`src/rtl/power_mode_pkg.sv`:
```
// =====================================================================
// Shared constants for the power mode and pin state block
package power_mode_pkg;

  // =====================================================================
  // Register bus
  localparam int unsigned ADDR_W = 12;
  localparam int unsigned DATA_W = 32;
  localparam logic [11:0] OFS_POWER_CTRL = 12'h000;
  localparam logic [11:0] OFS_POWERSAVE = 12'h004;
  localparam logic [11:0] OFS_STATUS = 12'h008;
  localparam logic [11:0] OFS_PIN_FUNC = 12'h00c;

  // Power control fields
  localparam int unsigned BIT_IDLE = 0;
  localparam int unsigned BIT_PDOWN = 1;
  // Powersave fields: divide by field value plus one
  localparam int unsigned PS_DIV_W = 6;
  localparam int unsigned PS_DIV_LSB = 0;
  localparam int unsigned BIT_PS_EN = 8;
  localparam logic [5:0] PS_DIV_RST = 6'h00;
  // Status fields
  localparam int unsigned ST_IDLE = 0;
  localparam int unsigned ST_PDOWN = 1;
  localparam int unsigned ST_PSAVE = 2;
  localparam int unsigned ST_TEST = 3;
  localparam int unsigned ST_HOLD = 4;
  // Pin function field: port bit 0 as serial receive
  localparam int unsigned BIT_P3_SERIAL = 0;

  // =====================================================================
  // Pins
  localparam int unsigned LOW_AD_W = 13;

  // Power state, Gray along active, idle, powerdown
  typedef enum logic [1:0] {
    PWR_ACTIVE = 2'b00,
    PWR_IDLE = 2'b01,
    PWR_PDOWN = 2'b11
  } pwr_state_e;

  // State applied to an output pin
  typedef enum logic [2:0] {
    PIN_HIGH = 3'h0,
    PIN_LOW = 3'h1,
    PIN_FLOAT = 3'h2,
    PIN_ACTIVE = 3'h3,
    PIN_RETAIN = 3'h4,
    PIN_WEAK_HIGH = 3'h5
  } pin_state_e;

  // Per pin: hold, reset, idle, powerdown
  localparam pin_state_e AD_HOLD = PIN_FLOAT;
  localparam pin_state_e AD_RESET = PIN_FLOAT;
  localparam pin_state_e AD_IDLE = PIN_LOW;
  localparam pin_state_e AD_PDOWN = PIN_LOW;
  localparam pin_state_e A19_HOLD = PIN_FLOAT;
  localparam pin_state_e A19_RESET = PIN_WEAK_HIGH;
  localparam pin_state_e A19_IDLE = PIN_LOW;
  localparam pin_state_e A19_PDOWN = PIN_LOW;
  localparam pin_state_e P3_PORT_HOLD = PIN_RETAIN;
  localparam pin_state_e P3_SER_HOLD = PIN_ACTIVE;
  localparam pin_state_e P3_RESET = PIN_FLOAT;
  localparam pin_state_e P3_IDLE = PIN_ACTIVE;
  localparam pin_state_e P3_PDOWN = PIN_RETAIN;

endpackage : power_mode_pkg

```
`src/rtl/clock_prescaler.sv`:
```
`timescale 1ns/10ps
// =====================================================================
// Tick generator: one tick every ratio+1 cycles, every cycle when off
module clock_prescaler #(
  parameter int unsigned DIV_W = power_mode_pkg::PS_DIV_W
) (
  input wire logic pclk,
  input wire logic presetn,
  input wire logic enable,
  input wire logic [DIV_W-1:0] ratio,
  output logic tick
);

  logic [DIV_W-1:0] cnt_q; // Cycles since last tick
  logic [DIV_W-1:0] cnt_d;
  logic wrap; // Count reached the ratio

  // Greater-or-equal so a smaller ratio written mid-count takes at pin_float_test_mode
  assign wrap = (cnt_q >= ratio);
  assign tick = !enable || wrap;
  assign cnt_d = tick ? '0 : cnt_q + {{(DIV_W-1){1'b0}}, 1'b1};

  // Counter register
  always_ff @(posedge pclk or negedge presetn)
  begin
    if (!presetn)
      cnt_q <= '0;
    else
      cnt_q <= cnt_d;
  end

endmodule : clock_prescaler

```
`src/rtl/pin_state_driver.sv`:
```
`timescale 1ns/10ps
// =====================================================================
// Registered pin driver that applies one pin state to a group of pins
module pin_state_driver #(
  parameter int unsigned W = 1,
  parameter power_mode_pkg::pin_state_e RST_STATE = power_mode_pkg::PIN_FLOAT
) (
  input wire logic pclk,
  input wire logic presetn,
  input power_mode_pkg::pin_state_e state,
  input wire logic [W-1:0] core_out,
  input wire logic [W-1:0] core_oe_n,
  output logic [W-1:0] pin_out,
  output logic [W-1:0] pin_oe_n,
  output logic pin_weak
);

  // Reset levels are constants derived from the reset state
  localparam logic RST_OUT = (RST_STATE == power_mode_pkg::PIN_HIGH) ||
                             (RST_STATE == power_mode_pkg::PIN_WEAK_HIGH);
  localparam logic RST_OE_N = !((RST_STATE == power_mode_pkg::PIN_HIGH) ||
                                (RST_STATE == power_mode_pkg::PIN_LOW));
  localparam logic RST_WEAK = (RST_STATE == power_mode_pkg::PIN_WEAK_HIGH);

  logic [W-1:0] out_q;
  logic [W-1:0] out_d;
  logic [W-1:0] oe_n_q;
  logic [W-1:0] oe_n_d;
  logic weak_q;
  logic weak_d;
  logic is_hi; // Strong high or weak high level
  logic is_drv; // Strongly driven state

  assign is_hi = (state == power_mode_pkg::PIN_HIGH) || (state == power_mode_pkg::PIN_WEAK_HIGH);
  assign is_drv = (state == power_mode_pkg::PIN_HIGH) || (state == power_mode_pkg::PIN_LOW);
  // Retain and float keep the last level; a floated level is not seen
  assign out_d = is_hi ? '1 :
                 (state == power_mode_pkg::PIN_LOW) ? '0 :
                 (state == power_mode_pkg::PIN_ACTIVE) ? core_out : out_q;
  assign oe_n_d = is_drv ? '0 :
                  (state == power_mode_pkg::PIN_ACTIVE) ? core_oe_n :
                  (state == power_mode_pkg::PIN_RETAIN) ? oe_n_q : '1;
  assign weak_d = (state == power_mode_pkg::PIN_WEAK_HIGH);

  // Pin registers
  always_ff @(posedge pclk or negedge presetn)
  begin
    if (!presetn)
    begin
      out_q <= {W{RST_OUT}};
      oe_n_q <= {W{RST_OE_N}};
      weak_q <= RST_WEAK;
    end
    else
    begin
      out_q <= out_d;
      oe_n_q <= oe_n_d;
      weak_q <= weak_d;
    end
  end

  assign pin_out = out_q;
  assign pin_oe_n = oe_n_q;
  assign pin_weak = weak_q;

endmodule : pin_state_driver

```
`src/rtl/power_mode_pin_state_control.sv`:
```
// Our own choices: the APB register port and the register offsets.
`timescale 1ns/10ps
// Functional notes
// - Active mode clocks all units at half rate
// - Idle holds execution and bus clocks low
// - Powerdown holds internal clocks low, oscillator off; output clock keeps its level
// - Powersave divides internal clocks by prescaler, up to 64
// - Powersave works in idle and active modes
// - Test strap low during reset floats pins
// - Test strap pin weakly pulled high in reset
// - Test mode floats all but crystal drive
// - Every output pin has per-mode defined state
// - Address/data float in hold, reset; low in idle, powerdown
// - Output clock runs at half rate, even duty
module power_mode_pin_state_control (
  input wire logic pclk,
  input wire logic presetn,
  // APB slave
  input wire logic psel,
  input wire logic penable,
  input wire logic pwrite,
  input wire logic [11:0] paddr,
  input wire logic [31:0] pwdata,
  output logic [31:0] prdata,
  output logic pready,
  output logic pslverr,
  // Events from the core side
  input wire logic hold_ack_i,
  input wire logic wake_i,
  // Internal unit clocks, oscillator enable and output clock pin
  output logic exec_clk,
  output logic bus_clk,
  output logic periph_clk,
  output logic crystal_drive_en,
  output logic output_clock_pin_o,
  output logic output_clock_pin_oe_n,
  // Low address/data pins
  input wire logic [12:0] core_ad_o,
  input wire logic [12:0] core_ad_oe_n,
  output logic [12:0] low_address_data_pins_o,
  output logic [12:0] low_address_data_pins_oe_n,
  // Address 19 / status / test strap pin
  input wire logic core_a19_o,
  input wire logic core_a19_oe_n,
  input wire logic address19_status_test_pin_i,
  output logic address19_status_test_pin_o,
  output logic address19_status_test_pin_oe_n,
  output logic address19_status_test_pin_weak,
  // Port 3 bit 0 / serial 1 receive
  input wire logic core_port3_bit0_o,
  input wire logic core_port3_bit0_oe_n,
  output logic port3_bit0_o,
  output logic port3_bit0_oe_n
);

  // =====================================================================
  // Register bus decode
  logic setup_ph; // Setup cycle of a transfer
  logic access_ph; // Access cycle, always answered at pin_float_test_mode
  logic hit_ctrl;
  logic hit_psave;
  logic hit_status;
  logic hit_func;
  logic hit_any;
  logic wr_ctrl; // Write to power control takes effect
  logic wr_psave;
  logic wr_func;

  assign setup_ph = psel && !penable;
  assign access_ph = psel && penable;
  assign hit_ctrl = (paddr == power_mode_pkg::OFS_POWER_CTRL);
  assign hit_psave = (paddr == power_mode_pkg::OFS_POWERSAVE);
  assign hit_status = (paddr == power_mode_pkg::OFS_STATUS);
  assign hit_func = (paddr == power_mode_pkg::OFS_PIN_FUNC);
  assign hit_any = hit_ctrl || hit_psave || hit_status || hit_func;
  assign wr_ctrl = access_ph && pwrite && hit_ctrl;
  assign wr_psave = access_ph && pwrite && hit_psave;
  assign wr_func = access_ph && pwrite && hit_func;
  // Zero wait states; unmapped addresses get an error
  assign pready = 1'b1;
  assign pslverr = access_ph && !hit_any;

  // =====================================================================
  // Control state
  power_mode_pkg::pwr_state_e pwr_q; // Current power state
  power_mode_pkg::pwr_state_e pwr_d;
  logic ps_en_q; // Powersave division on
  logic [5:0] ps_div_q; // Division ratio minus one
  logic p3_serial_q; // Port bit works as serial receive
  logic in_reset_q; // First cycle after reset release
  logic test_mode_q; // Pin float test mode latched from strap
  logic hold_q; // Bus hold acknowledge seen
  logic [31:0] prdata_q;
  logic [31:0] rd_data;
  logic [31:0] status_word;
  logic [31:0] ctrl_word;
  logic [31:0] psave_word;

  // Next power state: a write wins over a wake in the same cycle
  always_comb
  begin
    pwr_d = pwr_q;
    if (wr_ctrl)
    begin
      if (pwdata[power_mode_pkg::BIT_PDOWN])
        pwr_d = power_mode_pkg::PWR_PDOWN;
      else if (pwdata[power_mode_pkg::BIT_IDLE])
        pwr_d = power_mode_pkg::PWR_IDLE;
      else
        pwr_d = power_mode_pkg::PWR_ACTIVE;
    end
    else
    begin
      case (pwr_q)
        power_mode_pkg::PWR_ACTIVE: pwr_d = power_mode_pkg::PWR_ACTIVE;
        power_mode_pkg::PWR_IDLE: pwr_d = wake_i ? power_mode_pkg::PWR_ACTIVE : pwr_q;
        power_mode_pkg::PWR_PDOWN: pwr_d = wake_i ? power_mode_pkg::PWR_ACTIVE : pwr_q;
        default: pwr_d = power_mode_pkg::PWR_ACTIVE;
      endcase
    end
  end

  // Power state and software settings
  always_ff @(posedge pclk or negedge presetn)
  begin
    if (!presetn)
    begin
      pwr_q <= power_mode_pkg::PWR_ACTIVE;
      ps_en_q <= 1'b0;
      ps_div_q <= power_mode_pkg::PS_DIV_RST;
      p3_serial_q <= 1'b0;
    end
    else
    begin
      pwr_q <= pwr_d;
      if (wr_psave)
      begin
        ps_en_q <= pwdata[power_mode_pkg::BIT_PS_EN];
        ps_div_q <= pwdata[power_mode_pkg::PS_DIV_LSB +: power_mode_pkg::PS_DIV_W];
      end
      if (wr_func)
        p3_serial_q <= pwdata[power_mode_pkg::BIT_P3_SERIAL];
    end
  end

  // Strap capture in the first cycle after release, never in reset itself
  always_ff @(posedge pclk or negedge presetn)
  begin
    if (!presetn)
    begin
      in_reset_q <= 1'b1;
      test_mode_q <= 1'b0;
    end
    else
    begin
      in_reset_q <= 1'b0;
      if (in_reset_q)
        test_mode_q <= !address19_status_test_pin_i;
    end
  end

  // Hold acknowledge is a synchronous input, taken each cycle
  always_ff @(posedge pclk or negedge presetn)
  begin
    if (!presetn)
      hold_q <= 1'b0;
    else
      hold_q <= hold_ack_i;
  end

  // =====================================================================
  // Read path, loaded in setup so data comes from a flop
  assign ctrl_word = {30'h0, pwr_q == power_mode_pkg::PWR_PDOWN,
                      pwr_q == power_mode_pkg::PWR_IDLE};
  assign psave_word = {23'h0, ps_en_q, 2'h0, ps_div_q};
  assign status_word = {27'h0, hold_q, test_mode_q, ps_en_q,
                        pwr_q == power_mode_pkg::PWR_PDOWN,
                        pwr_q == power_mode_pkg::PWR_IDLE};
  assign rd_data = hit_ctrl ? ctrl_word :
                   hit_psave ? psave_word :
                   hit_status ? status_word :
                   hit_func ? {31'h0, p3_serial_q} : 32'h0;

  // Read data register
  always_ff @(posedge pclk or negedge presetn)
  begin
    if (!presetn)
      prdata_q <= 32'h0;
    else if (setup_ph)
      prdata_q <= pwrite ? 32'h0 : rd_data;
  end

  assign prdata = prdata_q;

  // =====================================================================
  // Clock generation
  logic tick; // Prescaler step
  logic phase_q; // Half-rate phase
  logic phase_d;
  logic is_idle;
  logic is_pdown;
  logic exec_q;
  logic bus_q;
  logic periph_q;
  logic osc_en_q;
  logic output_clock_pin_q;
  logic output_clock_pin_oe_n_q;

  assign is_idle = (pwr_q == power_mode_pkg::PWR_IDLE);
  assign is_pdown = (pwr_q == power_mode_pkg::PWR_PDOWN);

  // Divider shared by every internal clock
  clock_prescaler #(
    .DIV_W(power_mode_pkg::PS_DIV_W)
  ) u_prescaler (
    .pclk(pclk),
    .presetn(presetn),
    .enable(ps_en_q),
    .ratio(ps_div_q),
    .tick(tick)
  );

  // Phase toggles per tick, so one tick per cycle gives half rate
  assign phase_d = is_pdown ? 1'b0 : (tick ? !phase_q : phase_q);

  // Internal clocks are flops so no gate can glitch them
  always_ff @(posedge pclk or negedge presetn)
  begin
    if (!presetn)
    begin
      phase_q <= 1'b0;
      exec_q <= 1'b0;
      bus_q <= 1'b0;
      periph_q <= 1'b0;
      osc_en_q <= 1'b1;
    end
    else
    begin
      phase_q <= phase_d;
      exec_q <= phase_d && !is_idle && !is_pdown;
      bus_q <= phase_d && !is_idle && !is_pdown;
      periph_q <= phase_d;
      osc_en_q <= !is_pdown;
    end
  end

  // Output clock keeps running except in powerdown, where it retains
  always_ff @(posedge pclk or negedge presetn)
  begin
    if (!presetn)
    begin
      output_clock_pin_q <= 1'b0;
      output_clock_pin_oe_n_q <= 1'b0;
    end
    else
    begin
      output_clock_pin_q <= is_pdown ? output_clock_pin_q : !output_clock_pin_q;
      output_clock_pin_oe_n_q <= test_mode_q;
    end
  end

  assign exec_clk = exec_q;
  assign bus_clk = bus_q;
  assign periph_clk = periph_q;
  assign crystal_drive_en = osc_en_q;
  assign output_clock_pin_o = output_clock_pin_q;
  assign output_clock_pin_oe_n = output_clock_pin_oe_n_q;

  // =====================================================================
  // Pin state selection
  // Priority: test float, reset, hold, powerdown, idle, normal
  function automatic power_mode_pkg::pin_state_e pick_state(
    input logic tst,
    input logic rst,
    input logic hld,
    input power_mode_pkg::pwr_state_e pw,
    input power_mode_pkg::pin_state_e h,
    input power_mode_pkg::pin_state_e r,
    input power_mode_pkg::pin_state_e i,
    input power_mode_pkg::pin_state_e p
  );
    if (tst)
      return power_mode_pkg::PIN_FLOAT;
    else if (rst)
      return r;
    else if (hld)
      return h;
    else if (pw == power_mode_pkg::PWR_PDOWN)
      return p;
    else if (pw == power_mode_pkg::PWR_IDLE)
      return i;
    else
      return power_mode_pkg::PIN_ACTIVE;
  endfunction : pick_state

  power_mode_pkg::pin_state_e ad_st;
  power_mode_pkg::pin_state_e a19_st;
  power_mode_pkg::pin_state_e p3_st;
  power_mode_pkg::pin_state_e p3_hold_st;

  assign ad_st = pick_state(test_mode_q, in_reset_q, hold_q, pwr_q, power_mode_pkg::AD_HOLD,
                            power_mode_pkg::AD_RESET, power_mode_pkg::AD_IDLE,
                            power_mode_pkg::AD_PDOWN);
  assign a19_st = pick_state(test_mode_q, in_reset_q, hold_q, pwr_q, power_mode_pkg::A19_HOLD,
                             power_mode_pkg::A19_RESET, power_mode_pkg::A19_IDLE,
                             power_mode_pkg::A19_PDOWN);
  // Hold behaviour follows the selected function
  assign p3_hold_st = p3_serial_q ? power_mode_pkg::P3_SER_HOLD
                                  : power_mode_pkg::P3_PORT_HOLD;
  assign p3_st = pick_state(test_mode_q, in_reset_q, hold_q, pwr_q, p3_hold_st,
                            power_mode_pkg::P3_RESET, power_mode_pkg::P3_IDLE,
                            power_mode_pkg::P3_PDOWN);

  // Address/data group
  pin_state_driver #(
    .W(power_mode_pkg::LOW_AD_W),
    .RST_STATE(power_mode_pkg::AD_RESET)
  ) u_ad_pins (
    .pclk(pclk),
    .presetn(presetn),
    .state(ad_st),
    .core_out(core_ad_o),
    .core_oe_n(core_ad_oe_n),
    .pin_out(low_address_data_pins_o),
    .pin_oe_n(low_address_data_pins_oe_n),
    .pin_weak()
  );

  // Strap pin, weakly high in reset
  pin_state_driver #(
    .W(1),
    .RST_STATE(power_mode_pkg::A19_RESET)
  ) u_a19_pin (
    .pclk(pclk),
    .presetn(presetn),
    .state(a19_st),
    .core_out(core_a19_o),
    .core_oe_n(core_a19_oe_n),
    .pin_out(address19_status_test_pin_o),
    .pin_oe_n(address19_status_test_pin_oe_n),
    .pin_weak(address19_status_test_pin_weak)
  );

  // Multifunction port pin; serial receive never drives
  pin_state_driver #(
    .W(1),
    .RST_STATE(power_mode_pkg::P3_RESET)
  ) u_p3_pin (
    .pclk(pclk),
    .presetn(presetn),
    .state(p3_st),
    .core_out(core_port3_bit0_o),
    .core_oe_n(core_port3_bit0_oe_n || p3_serial_q),
    .pin_out(port3_bit0_o),
    .pin_oe_n(port3_bit0_oe_n),
    .pin_weak()
  );

  logic [5:0] gap_q; // Cycles since last tick
  logic steady_q; // Division unchanged since a tick

  // Helper counters read only by assertions
  always_ff @(posedge pclk or negedge presetn)
  begin
    if (!presetn)
    begin
      gap_q <= 6'h00;
      steady_q <= 1'b0;
    end
    else
    begin
      gap_q <= tick ? 6'h00 : gap_q + 6'h01;
      steady_q <= wr_psave ? 1'b0 : (tick ? 1'b1 : steady_q);
    end
  end
endmodule : power_mode_pin_state_control

```
`config.mk`:
```
export PLATFORM = sky130hd
export DESIGN_NAME = power_mode_pin_state_control
export DESIGN_NICKNAME = d
export VERILOG_FILES = /design/src/rtl/power_mode_pkg.sv /design/src/rtl/clock_prescaler.sv /design/src/rtl/pin_state_driver.sv /design/src/rtl/power_mode_pin_state_control.sv
export SDC_FILE = /design/constraint.sdc
export NUM_CORES = 1
export LEC_CHECK = 0
export BUFFER_PORTS_ARGS = -buffer_cell sky130_fd_sc_hd__buf_2
export CORE_MARGIN = 2
export CORE_UTILIZATION = 40
export DETAILED_ROUTE_END_ITERATION = 10
export PLACE_DENSITY_LB_ADDON = 0.08
export SYNTH_ARGS = -nofsm -noshare
export SYNTH_HDL_FRONTEND = slang
export SYNTH_SLANG_ARGS = --single-unit
export TNS_END_PERCENT = 1
```
`constraint.sdc`:
```
create_clock -name pclk -period 2 [get_ports pclk]
set_input_delay 0.1 -clock pclk [delete_from_list [all_inputs] [get_ports pclk]]
set_output_delay 0.1 -clock pclk [all_outputs]
set_load 0.02 [all_outputs]
```
## Word-level counts from Yosys, hierarchy flattened

Cells that the tools add are included.

| storage, ports and cells | value |
|---|---|
| register bits after elaboration | 87 |
| input port bits | 82 |
| output and inout port bits | 71 |
| logic and storage cells | 123 |

| cells by class | value |
|---|---|
| add/subtract/negate cells | 1 |
| $lt $le $gt $ge | 1 |
| equal/unequal tests | 21 |
| mux-type cells | 43 |
| reduce and logical (&&, ||, !) cells | 36 |

Operator list:

| operator | count |
|---|---|
| 13-bit two-way mux | 6 |
| 9-bit two-way mux | 3 |
| 12-bit by 4-bit equality test with 1-bit output (second input constant) | 2 |
| 3-bit two-way mux | 7 |
| 2-bit two-way mux | 9 |
| 1-bit two-way mux | 16 |
| 12-bit by 3-bit equality test with 1-bit output (second input constant) | 1 |
| 3-bit equality test (second input constant) | 4 |
| 12-bit logical NOT | 1 |
| 3-bit by 1-bit != test with 1-bit output (second input constant) | 4 |
| 1-bit logical OR | 11 |
| 1-bit logical AND | 9 |
| 3-bit logical NOT | 3 |
| 3-bit nonzero test | 3 |
| 1-bit logical NOT | 8 |
| 6-bit by 1-bit adder with 6-bit output (second input constant) | 1 |
| 2-bit by 3-bit equality test with 1-bit output (second input constant) | 2 |
| 3-bit by 1-bit equality test with 1-bit output (second input constant) | 2 |
| 3-bit by 2-bit equality test with 1-bit output (second input constant) | 2 |
| 6-bit greater-or-equal comparator | 1 |
| 6-bit two-way mux | 1 |
| 5-bit two-way mux | 1 |
| 2-bit by 1-bit equality test with 1-bit output (second input constant) | 2 |
| 2-bit equality test (second input constant) | 2 |
| 2-bit OR reduction | 1 |

## Depth between registers and ports, before layout

| depth | value |
|---|---|
| depth after elaboration | 10 |
| gate-level depth with buffers | 6 |
| mapped depth without buffers | 6 |

## By module

From an unflattened synthesis, not the netlist that was laid out.

| unflattened totals | value |
|---|---|
| cells, all modules | 325 |
| area total of the unflattened synthesis | 3,383.2 µm² |

Modules (own cells, without submodules):

| module | times used | cells an instance | area an instance (µm²) |
|---|---|---|---|
| power_mode_pin_state_control | 1 | 126 | 1,391.3 |
| pin_state_driver (u_ad_pins) | 1 | 134 | 1,295.0 |
| clock_prescaler | 1 | 45 | 426.7 |
| pin_state_driver (u_a19_pin) | 1 | 10 | 136.4 |
| pin_state_driver (u_p3_pin) | 1 | 10 | 133.9 |

## Worst setup path after synthesis

No wires, ideal clock.

| timing path | value |
|---|---|
| kind | register to register |
| from | register u_prescaler.cnt_q[0] |
| to | register bus_q (netlist: bus_clk) |
| setup time | 0.125 ns |
| data arrival time | 1.471 ns |
| slack | 0.404 ns |
| cell stages (with the launch flop) | 7 |
| cell sequence | dfrtp_1 > inv_1 > ha_1 > nand2b_1 > a31oi_1 > o21ai_2 > mux2_2 |

| on the way | value |
|---|---|
| longest elaborated chain between the ends | 6 |

RTL lines:

| what | line | RTL |
|---|---|---|
| start, declared | clock_prescaler.sv:14 | `logic [DIV_W-1:0] cnt_q;` |
| start signal, assigned | clock_prescaler.sv:29 | `cnt_q <= cnt_d;` |
| 6-bit greater-or-equal comparator | clock_prescaler.sv:19 | `assign wrap = (cnt_q >= ratio);` |
| 1-bit logical OR | clock_prescaler.sv:20 | `assign tick = !enable \|\| wrap;` |
| 1-bit two-way mux (2 in a row) | power_mode_pin_state_control.sv:224 | `assign phase_d = is_pdown ? 1'b0 : (tick ? !phase_q : phase_q);` |
| 1-bit logical AND (2 in a row) | power_mode_pin_state_control.sv:241 | `bus_q <= phase_d && !is_idle && !is_pdown;` |
| end signal, assigned | power_mode_pin_state_control.sv:241 |  |
| end, declared | power_mode_pin_state_control.sv:203 | `logic bus_q;` |

No other way between the ends.
A chain may end at the register's enable or synchronous reset.

## Final worst setup path

| timing path | value |
|---|---|
| from | register u_prescaler.cnt_q[2] |
| to | register bus_q (netlist: bus_clk) |

The elaborated chain is that of the path after synthesis.

==> results.sh <==
export IMPL_status="completed"
export IMPL_synth_avg_cell_area_um2=10.8
export IMPL_timing_rr_start="u_prescaler.cnt_q[2]"
export IMPL_power_switching_mw=0.821
export IMPL_grt_pass1_wl_mm=10.9
export IMPL_final_cells=518
export IMPL_antenna_found_initial=0
export IMPL_die_width_um=90.6
export IMPL_drv_cap=0
export IMPL_worstMarginPinSlew_ns=0.578
export IMPL_synth_distinct_cells=47
export IMPL_tns_ns=0
export IMPL_first_pass_iters=6
export IMPL_fin_nets=503
export IMPL_fin_ws_ns=0.245
export IMPL_routed_via_count=2304
export IMPL_chipHeight_um=90.6
export IMPL_worstSetupPathType="register to register"
export IMPL_grt_util_all_layers_pct=16.6
export IMPL_p_sw_share_pct=25.9
export IMPL_fmax_mhz=570
export IMPL_final_util_pct=56.4
export IMPL_initial_core_util_pct=41.4
export IMPL_dpl_hpwl_mm=4.42
export IMPL_drt_initial_drc_count=58
export IMPL_postCtsSetupBuffers=0
export IMPL_finalCritPeriodShare_pct=87.8
export IMPL_dpl_worst_slack_ns=0.231
export IMPL_cts_num_sinks=62
export IMPL_clockRootBuffer="clkbuf_8"
export IMPL_min_to="u_ad_pins.pin_out[1]"
export IMPL_synth_main_ff_cell="dfrtp_1"
export IMPL_r2r_end="bus_clk"
export IMPL_cts_tree="built"
export IMPL_power_density_nw_per_um2=773
export IMPL_yosys_register_bits=62
export IMPL_numPlacedInstances=469
export IMPL_end_kind="register"
export IMPL_viasPerCell=4.45
export IMPL_syn_inst=277
export IMPL_async_reset_ff_share_pct=100
export IMPL_holdPathStages=3
export IMPL_synthTopCellsByArea="dfrtp_1, dfstp_2, buf_4"
export IMPL_drv_slew=0
export IMPL_filler_cell_count=663
export IMPL_seq_area_um2=1580
export IMPL_synth_top_area_share_pct=35.8
export IMPL_core_um2=7250
export IMPL_gp_congestion=0.714
export IMPL_overflow=0
export IMPL_hold_start="core_ad_o[1]"
export IMPL_dieArea_um2=8220
export IMPL_port_buffers=101
export IMPL_hold_viol_final=0
export IMPL_synth_area_leader_cell="dfrtp_1"
export IMPL_drive_gt1_share_pct=37.9
export IMPL_synth_edf_count=0
export IMPL_p_comb_share_pct=15.1
export IMPL_cts_hold_buffers=33
export IMPL_rows=31
export IMPL_worstSkewPairLatency_ns=0.33
export IMPL_grt_setup_unrepaired="no"
export IMPL_setup_violations=0
export IMPL_fin_skew_ns=0.00872
export IMPL_hold_class="input pin to register"
export IMPL_pwr_share_clk_pct=41.1
export IMPL_cts_resized=0
export IMPL_ios=153
export IMPL_worstRegToRegCells=5
export IMPL_synth_cell_area_um2=3000
export IMPL_area_growth_pct=36.3
export IMPL_post_route_drc_count=0
export IMPL_grt_max_degree=39
export IMPL_p_int_mw=2.34
export IMPL_drtAntennaViolNets=0
export IMPL_cts_buffers_inserted=9
export IMPL_pwr_share_seq_pct=43.8
export IMPL_p_leak_nw=2.03
export IMPL_cp_arrival_ns=1.97
export IMPL_clk_pin_slew_ns=0.07
export IMPL_diodes=0
export IMPL_start_kind="register"
export IMPL_period_needed_ns=1.76
export IMPL_grt_pass1_vias=2244
export IMPL_wl_per_cell_um=12.3
export IMPL_cp_startpoint="u_prescaler.cnt_q[2]"
export IMPL_yosysSeqAreaShare_pct=52.5
export IMPL_relSlewSlack_pct=61.5
export IMPL_yosys_warnings=0
export IMPL_ir_worst_vdd_uv=343
export IMPL_report_power_total_mw=3.17
export IMPL_rrSetupSlack_ns=0.24
export IMPL_htree_levels=3
export IMPL_clock_path_buffers=2
export IMPL_critPathRequiredTime_ns=2.21
export IMPL_wl_mm=6.40
export IMPL_cp_max_fo=8
export IMPL_multi_input_area_um2=1200
routing by layer:
metal,vias up,track usage [%],wire [um]
li1,1138,-,-
met1,1056,22.0,2920
met2,101,25.7,2950
met3,9,3.84,406
met4,0,8.33,112
met5,-,0,0
cell usage in the layout, fill, tap and decap left out, drive strengths merged, types with 3 or more instances in the layout:
cell type,instances
nor2,16
clkbuf,12
nand3b,13
nand3,4
ha,7
inv,22
nand2,36
mux2,12
o21ai,18
dlygate4sd3,33
a22oi,3
xor2,3
nor2b,4
a21oi,3
dfrtp,43
dfstp,19
nand2b,7
nor4,3
buf,104
conb,27
power by group through the flow:
stage / logic (mW) / clock network (mW) / registers (mW)
after floorplan: 0.178 / 0 / 1.51
after global placement: 0.430 / 0 / 1.41
after detailed placement: 0.433 / 0 / 1.41
after CTS: 0.483 / 1.34 / 1.39
after global routing: 0.523 / 1.40 / 1.40
final: 0.477 / 1.30 / 1.39
cell usage after synthesis (3+ instances only):
master,count
a21oi_1,3
a22oi_1,3
buf_4,27
clkbuf_1,7
dfrtp_1,43
dfstp_2,19
ha_1,7
inv_1,21
mux2_2,4
mux2_4,7
nand2_1,36
nand2b_1,7
nand3_1,3
nand3b_1,13
nor2_1,15
nor2b_1,4
o21ai_0,15
xor2_1,3
how the worst max path moves through the flow:
stage	cells past startpoint	endpoint
2_1_floorplan	6	bus_clk
3_3_place_gp	6	bus_clk
3_5_place_dp	5	bus_clk
4_1_cts	6	bus_clk
5_1_grt	6	bus_clk
6_report	5	bus_clk
critical path, stage by stage, from the launching register on:
cell	delay (ns)
dfrtp_1	0.43
ha_1	0.32
a21o_1	0.11
a31oi_1	0.05
o21ai_2	0.36
mux2_2	0.38
layout make-up:
class / instances / share of cell area, %
Inverter: 21 / 1.93
Multi-Input combinational cell: 183 / 29.4
Timing Repair Buffer: 137 / 21.3
Clock inverter: 4 / 1.83
Tap cell: 99 / 3.03
Sequential cell: 62 / 38.5
Clock buffer: 12 / 4.06
flip-flops by register name (all words and copies together) (netlist names), 2 cells and up:
signal,cells
ps_div_q,6
pwr_q,2
prdata,7
u_ad_pins.pin_oe_n,13
u_ad_pins.pin_out,13
u_prescaler.cnt_q,6
metrics by stage:
stage	area [um^2]	hold WS (ns)
3_5_place_dp	3520	0.132
5_1_grt	4090	0.00965
6_report	4090	0.0205
3_3_place_gp	3520	0.132
2_1_floorplan	3100	-0.196
4_1_cts	4090	0.00128
logic make-up after synthesis:
logic type / count (synthesis) / share of synthesized area [%]
AND/OR/NAND/NOR: 93 / 18.4
flip-flops: 62 / 52.5
buffers and inverters: 57 / 10.6
AO/OA/AOI/OAI: 37 / 7.88
multiplexers: 14 / 6.04
adder cells (fa/ha/maj): 7 / 2.92
XOR/XNOR: 5 / 1.46
other: 2 / 0.250
No activity file was read; power rests on OpenSTA's default activity.
